--- src/clock_config_map.vh ---
/*
 * Constants of the clock synthesizer configuration bank: register offsets,
 * field positions, reset values and store timing.
 * Assumes a 100 MHz system clock and inclusion by the store and bank modules.
 */
// What this block does
// - Output-one state field: 00 power down, 01 tri-state, 10 low, 11 enabled.
// - Ten-bit output-one divider, upper bits in 02h, lower at 03h; zero holds reset.
// - Eight select bits at 04h pick state A or B; only setting 1 defaults one.
// - Three control-select pins choose which of eight settings applies.
// - Load capacitor code bits 7:3 of 05h, default 0Ah, saturates at 20 pF.
// - Byte count in bits 7:1 of 06h, default 20h, limits next block read.
// - Store starts only on a zero-to-one change of the trigger bit.
// - Reads keep working while a store runs.
// - Store-in-progress status bit is readable for polling.
// - Lock bit takes effect only from the stored copy, refusing further stores.
// - Locked device still accepts volatile writes that act at once.
// - Shared pins become control selects only from the stored setting.
// - Grounded output supply forces serial pins and zero address bits.
// - Serial data travels most significant bit first.
// - Store status reads one while storing, zero once done.
// - Pin-function bit picks serial lines (0) or control selects (1).
// - Two register bits give the low slave address bits, default 01b.
`ifndef CLOCK_CONFIG_MAP_VH
`define CLOCK_CONFIG_MAP_VH

`define OFS_IDENT        8'h00
`define OFS_DEV_CTRL     8'h01
`define OFS_OUT1_CTRL    8'h02
`define OFS_DIV_LOW      8'h03
`define OFS_STATE_SEL    8'h04
`define OFS_XTAL_CAP     8'h05
`define OFS_COUNT_STORE  8'h06
`define OFS_LAST         8'h06

`define RST_DEV_CTRL     8'h01
`define RST_OUT1_CTRL    8'hb4
`define RST_DIV_LOW      8'h01
`define RST_STATE_SEL    8'h02
`define RST_XTAL_CAP     8'h50
`define RST_COUNT_STORE  8'h40

`define BIT_IN_PROGRESS  6
`define BIT_LOCK         5
`define BIT_PWDN         4
`define BIT_SRC_PLL      7
`define BIT_PIN_FN       6
`define BIT_TRIGGER      0

`define MASK_DEV_CTRL    8'h3f
`define MASK_XTAL_CAP    8'hf8
`define CAP_MAX_PF       5'h14

`define STATE_PWDN       2'h0
`define STATE_TRI        2'h1
`define STATE_LOW        2'h2
`define STATE_ON         2'h3

`define CLK_PERIOD_NS    10
`define STORE_TIME_NS    10000
`define STORE_CYCLES     (`STORE_TIME_NS / `CLK_PERIOD_NS)

`endif

--- src/pin_filter.v ---
/*
 * Three-stage input synchroniser with agreement filter for a pin vector.
 * Assumes raw inputs asynchronous to clk.
 */
`timescale 1ns/100ps
`default_nettype none
module pin_filter #(
    parameter         W    = 4,
    parameter [W-1:0] INIT = {W{1'b1}}
)(
    // Clock and reset
    input  wire         clk,
    input  wire         nrst,
    // Pins
    input  wire [W-1:0] raw,
    output reg  [W-1:0] clean
);
    reg [W-1:0] s1;
    reg [W-1:0] s2;
    reg [W-1:0] s3;

    always @(posedge clk or negedge nrst)
    begin
        if (!nrst)
        begin
            s1    <= INIT;
            s2    <= INIT;
            s3    <= INIT;
            clean <= INIT;
        end
        else
        begin
            s1    <= raw;
            s2    <= s1;
            s3    <= s2;
            // Change accepted once stages two and three agree
            clean <= (s2 & s3) | (clean & (s2 ^ s3));
        end
    end
endmodule // pin_filter
`default_nettype wire

--- src/nvm_store.v ---
/*
 * Nonvolatile copy of the configuration bytes with a timed store cycle.
 * Assumes start is a one-cycle pulse and the snapshot is stable with it.
 */
`timescale 1ns/100ps
`default_nettype none
`include "clock_config_map.vh"
module nvm_store #(
    parameter            BYTES    = 6,
    parameter            CYCLES   = `STORE_CYCLES,
    parameter [8*BYTES-1:0] CONTENT = 48'h0
)(
    // Clock and reset
    input  wire                 clk,
    input  wire                 nrst,
    // Store request
    input  wire                 start,
    input  wire [8*BYTES-1:0]   snapshot,
    // Stored content and status
    output wire [8*BYTES-1:0]   stored,
    output reg                  busy
);
    reg [7:0]  mem [0:BYTES-1];
    reg [15:0] timer;
    integer    i;

    genvar g;
    generate
        for (g = 0; g < BYTES; g = g + 1)
        begin : rd
            assign stored[8*g+7:8*g] = mem[g];
        end
    endgenerate

    always @(posedge clk or negedge nrst)
    begin
        if (!nrst)
        begin
            for (i = 0; i < BYTES; i = i + 1)
                mem[i] <= CONTENT[8*i +: 8];
            busy  <= 1'b0;
            timer <= 16'h0000;
        end
        else if (start && !busy)
        begin
            for (i = 0; i < BYTES; i = i + 1)
                mem[i] <= snapshot[8*i +: 8];
            busy  <= 1'b1;
            timer <= CYCLES[15:0];
        end
        else if (busy)
        begin
            timer <= timer - 16'h0001;
            if (timer == 16'h0001)
                busy <= 1'b0;
        end
    end
endmodule // nvm_store
`default_nettype wire

--- src/clock_config_bank.v ---
/*
 * Generic configuration register bank with its two-wire serial slave,
 * output-one state selection and nonvolatile store sequencing.
 * Assumes a 100 MHz clk, a host on the shared serial pins and pulled-up SDA.
 */
`timescale 1ns/100ps
`default_nettype none
`include "clock_config_map.vh"
module clock_config_bank #(
    parameter [7:0] IDENT_BYTE  = 8'h5a,   // Arbitrary identity value
    parameter [4:0] ADDR_HIGH   = 5'h0c,
    parameter       STORE_CYCLE = `STORE_CYCLES
)(
    // Clock and reset
    input  wire       clk,
    input  wire       nrst,
    // Control and shared pins
    input  wire       ctrl_select_0,
    input  wire       scl_pin,
    input  wire       sda_pin_in,
    output wire       sda_pin_out,
    output wire       sda_pin_oe_n,
    input  wire       output_supply,
    // Output one control
    output reg        out1_power_down,
    output reg        out1_tristate,
    output reg        out1_drive_low,
    output reg        out1_enable,
    output reg  [9:0] out1_divider,
    output reg        out1_divider_reset,
    output reg        out1_source_pll,
    // Device control
    output reg  [4:0] xtal_load_pf,
    output reg  [1:0] input_clock_select,
    output reg  [1:0] slave_address_low,
    output wire       nvm_store_in_progress,
    output reg        serial_pins_active
);
    localparam S_IDLE  = 4'h0;
    localparam S_ADDR  = 4'h1;
    localparam S_ACK_A = 4'h2;
    localparam S_CMD   = 4'h3;
    localparam S_ACK_C = 4'h4;
    localparam S_WDATA = 4'h5;
    localparam S_ACK_W = 4'h6;
    localparam S_RDATA = 4'h7;
    localparam S_RACK  = 4'h8;
    localparam S_NEXT  = 4'h9;

    // Volatile registers
    reg  [7:0]  dev_ctrl;
    reg  [7:0]  out1_ctrl;
    reg  [7:0]  div_low;
    reg  [7:0]  state_sel;
    reg  [7:0]  xtal_cap;
    reg  [7:0]  count_store;
    reg         boot;
    // Serial slave
    reg  [3:0]  state;
    reg  [3:0]  bitcnt;
    reg  [7:0]  shift;
    reg  [7:0]  tx;
    reg  [7:0]  ptr;
    reg  [6:0]  left;
    reg         drive_low;
    reg         scl_d;
    reg         sda_d;
    reg         wr_en;
    reg  [7:0]  wr_addr;
    reg  [7:0]  wr_data;
    // Filtered pins and nvm
    wire [3:0]  pins;
    wire [47:0] stored;
    wire        busy;
    wire        store_start;
    wire        locked;
    wire        grounded;
    wire        serial_on;
    wire [2:0]  setting;
    wire [1:0]  state_now;
    wire [7:0]  rd_data;
    wire        scl_f;
    wire        sda_f;
    wire        scl_rise;
    wire        scl_fall;
    wire        start_cond;
    wire        stop_cond;
    wire        addr_hit;

    function [7:0] read_reg;
        input [7:0] ofs;
        begin
            if (ofs == `OFS_IDENT)
                read_reg = IDENT_BYTE;
            else if (ofs == `OFS_DEV_CTRL)
                read_reg = {1'b0, busy, dev_ctrl[5:0]};
            else if (ofs == `OFS_OUT1_CTRL)
                read_reg = out1_ctrl;
            else if (ofs == `OFS_DIV_LOW)
                read_reg = div_low;
            else if (ofs == `OFS_STATE_SEL)
                read_reg = state_sel;
            else if (ofs == `OFS_XTAL_CAP)
                read_reg = xtal_cap;
            else if (ofs == `OFS_COUNT_STORE)
                read_reg = count_store;
            else
                read_reg = 8'h00;
        end
    endfunction

    pin_filter #(
        .W    (4),
        .INIT (4'hf)
    ) u_filter (
        .clk   (clk),
        .nrst  (nrst),
        .raw   ({output_supply, ctrl_select_0, scl_pin, sda_pin_in}),
        .clean (pins)
    );

    nvm_store #(
        .BYTES   (6),
        .CYCLES  (STORE_CYCLE),
        .CONTENT ({`RST_COUNT_STORE, `RST_XTAL_CAP, `RST_STATE_SEL,
                   `RST_DIV_LOW, `RST_OUT1_CTRL, `RST_DEV_CTRL})
    ) u_nvm (
        .clk      (clk),
        .nrst     (nrst),
        .start    (store_start),
        .snapshot ({count_store, xtal_cap, state_sel, div_low, out1_ctrl, dev_ctrl}),
        .stored   (stored),
        .busy     (busy)
    );

    assign nvm_store_in_progress = busy;
    assign locked    = stored[`BIT_LOCK];
    assign grounded  = ~pins[3];
    assign serial_on = ~stored[8 + `BIT_PIN_FN] | grounded;
    assign scl_f     = pins[1] | ~serial_on;
    assign sda_f     = pins[0] | ~serial_on;
    assign scl_rise  = scl_f & ~scl_d;
    assign scl_fall  = ~scl_f & scl_d;
    assign start_cond = scl_f & scl_d & sda_d & ~sda_f;
    assign stop_cond  = scl_f & scl_d & ~sda_d & sda_f;
    assign addr_hit  = (shift[7:1] == {ADDR_HIGH, slave_address_low});
    assign rd_data   = read_reg(ptr);
    assign sda_pin_out  = 1'b0;
    assign sda_pin_oe_n = ~drive_low;

    // Shared pins count as control selects only outside serial use; ctrl_select_0 always counts
    assign setting   = {serial_on ? 1'b0 : pins[1],
                        serial_on ? 1'b0 : pins[0], pins[2]};
    assign state_now = state_sel[setting] ? out1_ctrl[5:4] : out1_ctrl[3:2];

    // Store starts on a zero-to-one write of the trigger bit only
    assign store_start = wr_en && (wr_addr == `OFS_COUNT_STORE) && !busy && !locked
                         && wr_data[`BIT_TRIGGER] && !count_store[`BIT_TRIGGER];

    // Serial slave
    always @(posedge clk or negedge nrst)
    begin
        if (!nrst)
        begin
            state     <= S_IDLE;
            bitcnt    <= 4'h0;
            shift     <= 8'h00;
            tx        <= 8'hff;
            ptr       <= 8'h00;
            left      <= 7'h00;
            drive_low <= 1'b0;
            scl_d     <= 1'b1;
            sda_d     <= 1'b1;
            wr_en     <= 1'b0;
            wr_addr   <= 8'h00;
            wr_data   <= 8'h00;
        end
        else
        begin
            scl_d <= scl_f;
            sda_d <= sda_f;
            wr_en <= 1'b0;
            if (!serial_on || stop_cond)
            begin
                state     <= S_IDLE;
                drive_low <= 1'b0;
            end
            else if (start_cond)
            begin
                state     <= S_ADDR;
                bitcnt    <= 4'h0;
                drive_low <= 1'b0;
            end
            else if (scl_rise)
            begin
                case (state)
                    S_ADDR, S_CMD, S_WDATA:
                    begin
                        shift  <= {shift[6:0], sda_f};
                        bitcnt <= bitcnt + 4'h1;
                    end
                    S_RDATA:
                        bitcnt <= bitcnt + 4'h1;
                    S_RACK:
                        state <= sda_f ? S_IDLE : S_NEXT;
                    default:
                        state <= state;
                endcase
            end
            else if (scl_fall)
            begin
                case (state)
                    S_ADDR:
                        if (bitcnt == 4'h8)
                        begin
                            bitcnt    <= 4'h0;
                            state     <= addr_hit ? S_ACK_A : S_IDLE;
                            drive_low <= addr_hit;
                            left      <= count_store[7:1];
                        end
                    S_ACK_A:
                        if (shift[0])
                        begin
                            state <= S_RDATA;
                            if (left != 7'h00)
                            begin
                                tx        <= rd_data;
                                drive_low <= ~rd_data[7];
                                left      <= left - 7'h01;
                                ptr       <= ptr + 8'h01;
                            end
                            else
                            begin
                                tx        <= 8'hff;
                                drive_low <= 1'b0;
                            end
                        end
                        else
                        begin
                            state     <= S_CMD;
                            drive_low <= 1'b0;
                        end
                    S_CMD:
                        if (bitcnt == 4'h8)
                        begin
                            bitcnt    <= 4'h0;
                            ptr       <= shift;
                            state     <= S_ACK_C;
                            drive_low <= 1'b1;
                        end
                    S_WDATA:
                        if (bitcnt == 4'h8)
                        begin
                            bitcnt    <= 4'h0;
                            wr_en     <= 1'b1;
                            wr_addr   <= ptr;
                            wr_data   <= shift;
                            ptr       <= ptr + 8'h01;
                            state     <= S_ACK_W;
                            drive_low <= 1'b1;
                        end
                    S_ACK_C, S_ACK_W:
                    begin
                        state     <= S_WDATA;
                        drive_low <= 1'b0;
                    end
                    S_RDATA:
                        if (bitcnt == 4'h8)
                        begin
                            bitcnt    <= 4'h0;
                            state     <= S_RACK;
                            drive_low <= 1'b0;
                        end
                        else
                            drive_low <= ~tx[3'h7 - bitcnt[2:0]];
                    S_NEXT:
                    begin
                        state <= S_RDATA;
                        if (left != 7'h00)
                        begin
                            tx        <= rd_data;
                            drive_low <= ~rd_data[7];
                            left      <= left - 7'h01;
                            ptr       <= ptr + 8'h01;
                        end
                        else
                        begin
                            tx        <= 8'hff;
                            drive_low <= 1'b0;
                        end
                    end
                    default:
                        drive_low <= 1'b0;
                endcase
            end
        end
    end

    // Register file, loaded from the stored copy after reset
    always @(posedge clk or negedge nrst)
    begin
        if (!nrst)
        begin
            boot        <= 1'b1;
            dev_ctrl    <= `RST_DEV_CTRL;
            out1_ctrl   <= `RST_OUT1_CTRL;
            div_low     <= `RST_DIV_LOW;
            state_sel   <= `RST_STATE_SEL;
            xtal_cap    <= `RST_XTAL_CAP;
            count_store <= `RST_COUNT_STORE;
        end
        else if (boot)
        begin
            boot        <= 1'b0;
            dev_ctrl    <= stored[7:0];
            out1_ctrl   <= stored[15:8];
            div_low     <= stored[23:16];
            state_sel   <= stored[31:24];
            xtal_cap    <= stored[39:32];
            count_store <= stored[47:40];
        end
        else if (wr_en && !busy)
        begin
            // Writes during a store are dropped; locked writes still act
            if (wr_addr == `OFS_DEV_CTRL)
                dev_ctrl <= wr_data & `MASK_DEV_CTRL;
            else if (wr_addr == `OFS_OUT1_CTRL)
                out1_ctrl <= wr_data;
            else if (wr_addr == `OFS_DIV_LOW)
                div_low <= wr_data;
            else if (wr_addr == `OFS_STATE_SEL)
                state_sel <= wr_data;
            else if (wr_addr == `OFS_XTAL_CAP)
                xtal_cap <= wr_data & `MASK_XTAL_CAP;
            else if (wr_addr == `OFS_COUNT_STORE)
                count_store <= wr_data;
        end
    end

    // Decoded device controls
    always @(posedge clk or negedge nrst)
    begin
        if (!nrst)
        begin
            out1_power_down    <= 1'b0;
            out1_tristate      <= 1'b1;
            out1_drive_low     <= 1'b0;
            out1_enable        <= 1'b0;
            out1_divider       <= 10'h001;
            out1_divider_reset <= 1'b0;
            out1_source_pll    <= 1'b1;
            xtal_load_pf       <= 5'h0a;
            input_clock_select <= 2'h0;
            slave_address_low  <= 2'h1;
            serial_pins_active <= 1'b1;
        end
        else
        begin
            out1_power_down    <= (state_now == `STATE_PWDN) | dev_ctrl[`BIT_PWDN];
            out1_tristate      <= (state_now == `STATE_PWDN) | (state_now == `STATE_TRI)
                                  | dev_ctrl[`BIT_PWDN];
            out1_drive_low     <= (state_now == `STATE_LOW) & ~dev_ctrl[`BIT_PWDN];
            out1_enable        <= (state_now == `STATE_ON) & ~dev_ctrl[`BIT_PWDN];
            out1_divider       <= {out1_ctrl[1:0], div_low};
            out1_divider_reset <= ({out1_ctrl[1:0], div_low} == 10'h000);
            out1_source_pll    <= out1_ctrl[`BIT_SRC_PLL];
            xtal_load_pf       <= (xtal_cap[7:3] > `CAP_MAX_PF) ? `CAP_MAX_PF
                                  : xtal_cap[7:3];
            input_clock_select <= dev_ctrl[3:2];
            slave_address_low  <= grounded ? 2'h0 : dev_ctrl[1:0];
            serial_pins_active <= serial_on;
        end
    end
endmodule // clock_config_bank
`default_nettype wire

--- config.mk ---
export PLATFORM = sky130hd
export DESIGN_NAME = clock_config_bank
export DESIGN_NICKNAME = d
export VERILOG_FILES = /design/src/pin_filter.v /design/src/nvm_store.v /design/src/clock_config_bank.v
export VERILOG_INCLUDE_DIRS = /design/src
export SDC_FILE = /design/constraint.sdc
export NUM_CORES = 1
export LEC_CHECK = 0
export BUFFER_PORTS_ARGS = -buffer_cell sky130_fd_sc_hd__buf_2
export CELL_PAD_IN_SITES_DETAIL_PLACEMENT = 2
export CELL_PAD_IN_SITES_GLOBAL_PLACEMENT = 2
export CORE_MARGIN = 8
export CORE_UTILIZATION = 41
export DETAILED_ROUTE_END_ITERATION = 8
export PLACE_DENSITY = 0.86
export SYNTH_ARGS = -nofsm -noshare
export SYNTH_HDL_FRONTEND = slang
export SYNTH_SLANG_ARGS = --single-unit
--- constraint.sdc ---
create_clock -name clk -period 2.86 [get_ports clk]
set_input_delay 0.286 -clock clk [delete_from_list [all_inputs] [get_ports clk]]
set_output_delay 0.286 -clock clk [all_outputs]
set_load 0.02 [all_outputs]
==> results by group <==
Floorplanning
  – Ports: 35
  – Die H: 171 um
  – Die X: 171 um
  – CORE AREA: 23,500 sq um
  – Die Area: 29,200 sq um
  – Initial core utilization: 0.418
  – Num rows: 56

Routing
  – Iter 0 DRT Violations: 590
  – DR vias/cell: 5.85
  – Routed WL: 33.4 mm
  – Remaining DRCs: 0
  – Vias: 7,873
  – Drt wl/cell: 24.8 um
  – DRT Pass-1 Iters: 5
  – Final ANT Viol Nets: 0

Global routing
  – Largest net degree at the start of global routing: 63
  – Met1 usage: 0.284
  – Met3 Use GR: 0.0309
  – Met2 Use GR: 0.408
  – GRT overflow: 0
  – First-pass GRT wire length: 53.0 mm
  – Grt peak-use layer: met2
  – Antenna violations before repair: 0
  – Total GRT Usage: 0.232
  – Vias in the first global route: 8,848

Power and ir drop
  – Pwr/cell area: 661 nW/um^2
  – Leakage power: 0.00523 uW
  – VDD IR max: 431 uV
  – PnR Total Power: 7360 uW

CTS
  – Max Root-Sink Buffers: 3
  – Cts bufs inserted: 24
  – CTS tree: built
  – Worst-path clk slew: 0.06 ns
  – Clock Sinks: 211
  – CTS HTree Levels: 1
  – Clk root buf: clkbuf_16
  – Clk_lat worst skew: 0.54 ns

Synth
  – Synth Instances: 973
  – Post-Synth Simple-Gate Area: 0.182
  – XOR/XNOR Fraction of Synth Area: 0.00535
  – Largest family of logic cells by synthesized area: simple AND/OR/NAND/NOR gates
  – FF+latch count, synth: 211
  – Synth cell types: 77
  – Mux cell area share after synthesis: 0.0649
  – Cell Area, Synth: 9830 sq um
  – Post-synth ARST share: 1.00
  – Yosys Warn Count: 0
  – Register area share after synthesis: 0.544
  – Adder-cell share of the synthesized area: 0.0216
  – Complex-gate fraction of the synthesized area: 0.142
  – Post-synth top flop: dfrtp_1
  – Syn avg cell area: 10.1 sq um
  – EDFF count, synth: 0

Status
  – Status: finished clean

Timing
  – RSZ-0062 raised after global routing: true
  – Setup violations, final: 0
  – Fin crit share: 0.999
  – Clk_skew: 0.0301 ns
  – Max-slew violation count: 0
  – Tmin final: 2.86 ns
  – Worst rel slew slack: 0.446
  – Final setup slack of the worst path: 0.00318 ns
  – Max Freq: 350 MHz
  – Slew @ Worst Pin: 0.810 ns
  – Fin. Hold Viols: 0

Setup path
  – Buf+Inv Stages, Crit Path: 2
  – Worst Path Required: 3.30 ns
  – Setup CP Type: flip-flop to flip-flop
  – CP delay by family, top: compound AO/OA/AOI/OAI gates
  – CP endpoint kind: flip-flop
  – Startpoint Class: flip-flop
  – CP peak stage delay: 0.77 ns
  – Cell Chain, Critical Path: inv_1, ha_1, buf_4, a221oi_1, a2111oi_0, o21ai_0, a21oi_1
  – Slowest stage cell, crit path: a2111oi_0
  – CP arrival: 3.30 ns
  – Critical-path maximum fanout: 15

Placement
  – Final Wtd Congestion: 0.820
  – Placed cell areas: 10,300 sq um
  – Dpl cells: 1,292
  – DP HPWL: 20.1 mm
  – Pre-CTS setup slack: 0.155 ns
  – Port Buffers: 33

Layout
  – Synth-to-layout area growth: 13.2%
  – Fin area: 11,100 sq um
  – Final #Nets: 1,031
  – Final core area utilization: 0.473
  – Layout Cells excl Fill: 1,346
  – Layout cells sized above 1: 0.200

Worst hold path
  – Hold Crit Class: input port to async pin

Run
  – Max Cap Viol: 0
cell families after synthesis:
kind of cell	Yosys count
other cells	1
compound gates	207
simple gates	393
fa+ha+maj	17
buf+inv	81
mux	57
xor+xnor	6
flops	211
repair_timing:
item	4_1_cts	5_1_grt
buffers inserted	0	4
endpoints found under the hold margin	43	0
hold buffers	5	0
endpoints found under the setup margin	0	31
resized for setup	0	2
flip-flops by register name, summed over array words and instances, names as in the netlist, 5 cells and up:
| signal | flops |
|---|---|
| wr_data | 8 |
| xtal_load_pf | 5 |
| ptr | 8 |
| dev_ctrl | 6 |
| out1_divider | 10 |
| left | 7 |
| shift | 8 |
| out1_ctrl | 8 |
| count_store | 8 |
| xtal_cap | 8 |
| div_low | 8 |
| u_nvm.timer | 16 |
| wr_addr | 8 |
| u_nvm.stored | 46 |
| tx | 8 |
| state_sel | 8 |
layout make-up:
type | instances | area, sq um
Fill cell | 2437 | 12400
Clock buffer | 37 | 699
Sequential cell | 211 | 5350
Timing Repair Buffer | 60 | 428
Antenna cell | 1 | 2.50
Inverter | 29 | 109
Clock inverter | 7 | 46.3
Multi-Input combinational cell | 682 | 4100
Tap cell | 319 | 399
cells in the mapped netlist (3+ instances only):
master     number  area, sq um
a2111oi_0       3         26.3
a211oi_1        5         37.5
a21o_1          6         45.0
a21oi_1        26          130
a21oi_2         5         43.8
a221o_1         4         40.0
a221oi_1        4         35.0
a22o_1          3         26.3
a22oi_1        29          218
a31oi_1         8         50.1
and2_1          9         56.3
buf_2          11         55.1
buf_4           5         37.5
buf_6           8         90.1
clkbuf_1       26         97.6
dfrtp_1       157         3930
dfstp_2        54         1420
ha_1           17          213
inv_1          29          109
mux2_2         24          270
mux2i_1        30          300
mux4_2          3         67.6
nand2_1       240          901
nand2b_1       11         68.8
nand3_1        17         85.1
nand4_1         6         37.5
nor2_1         43          161
nor2_2          7         43.8
nor2b_1         6         37.5
nor3_1         19         95.1
nor3b_1         3         22.5
nor4_1          4         25.0
o2111ai_1       4         35.0
o211ai_1        6         45.0
o21ai_0        60          300
o21ai_1        13         65.1
o22ai_1         3         18.8
o31ai_1         5         37.5
o41ai_1         4         35.0
or3_1           6         37.5
or4_1           3         22.5
xnor2_1         4         35.0
metrics by stage:
step	hold WS, ns	TNS [ns]
6_report	0.306	0
3_3_place_gp	0.264	0
2_1_floorplan	-0.00959	0
5_1_grt	0.347	-0.479
4_1_cts	0.311	0
3_5_place_dp	0.266	0
worst paths after layout:
path | to | depth (start not counted) | slack, ns | start
worst max-delay path | tx[0] | 7 | 0.003 | ptr[1]
worst min-delay path | state[2] | 2 | 0.31 | nrst
worst max register to register | tx[0] | 7 | 0.003 | ptr[1]
worst min register to register | u_filter.s2[1] | 0 | 0.35 | u_filter.s1[1]
max in group asynchronous | xtal_cap[6] | 3 | 1.70 | nrst
min in group clk | u_filter.s2[1] | 0 | 0.35 | u_filter.s1[1]
per-layer routing:
| layer | part of all wire | wire length, um |
|---|---|---|
| met5 | 0 | 0 |
| met4 | 0.042 | 1390 |
| met3 | 0.038 | 1260 |
| met2 | 0.51 | 17100 |
| met1 | 0.41 | 13600 |
report_power, final:
group	switching [uW]	total, uW	internal, uW
logic	582	934	352
clock network	1300	2990	1690
registers	264	3440	3170
total	2150	7360	5210
cells in the final DEF, fill, tap and decap left out, types with 8 or more instances in the layout:
cell / netlist / layout
dfstp_2: 54 / 54
and2_1: 9 / 9
mux2i_1: 30 / 30
dfrtp_1: 157 / 157
nand2b_1: 11 / 11
buf_4: 5 / 19
buf_2: 11 / 32
ha_1: 17 / 17
a21oi_1: 26 / 26
clkbuf_16: 0 / 24
nor2_1: 43 / 43
nor3_1: 19 / 19
o21ai_1: 13 / 13
a22oi_1: 29 / 29
clkbuf_1: 26 / 8
mux2_2: 24 / 24
inv_1: 29 / 29
o21ai_0: 60 / 60
nand3_1: 17 / 17
a31oi_1: 8 / 8
nand2_1: 240 / 240
(Power assumes the default switching activity.)
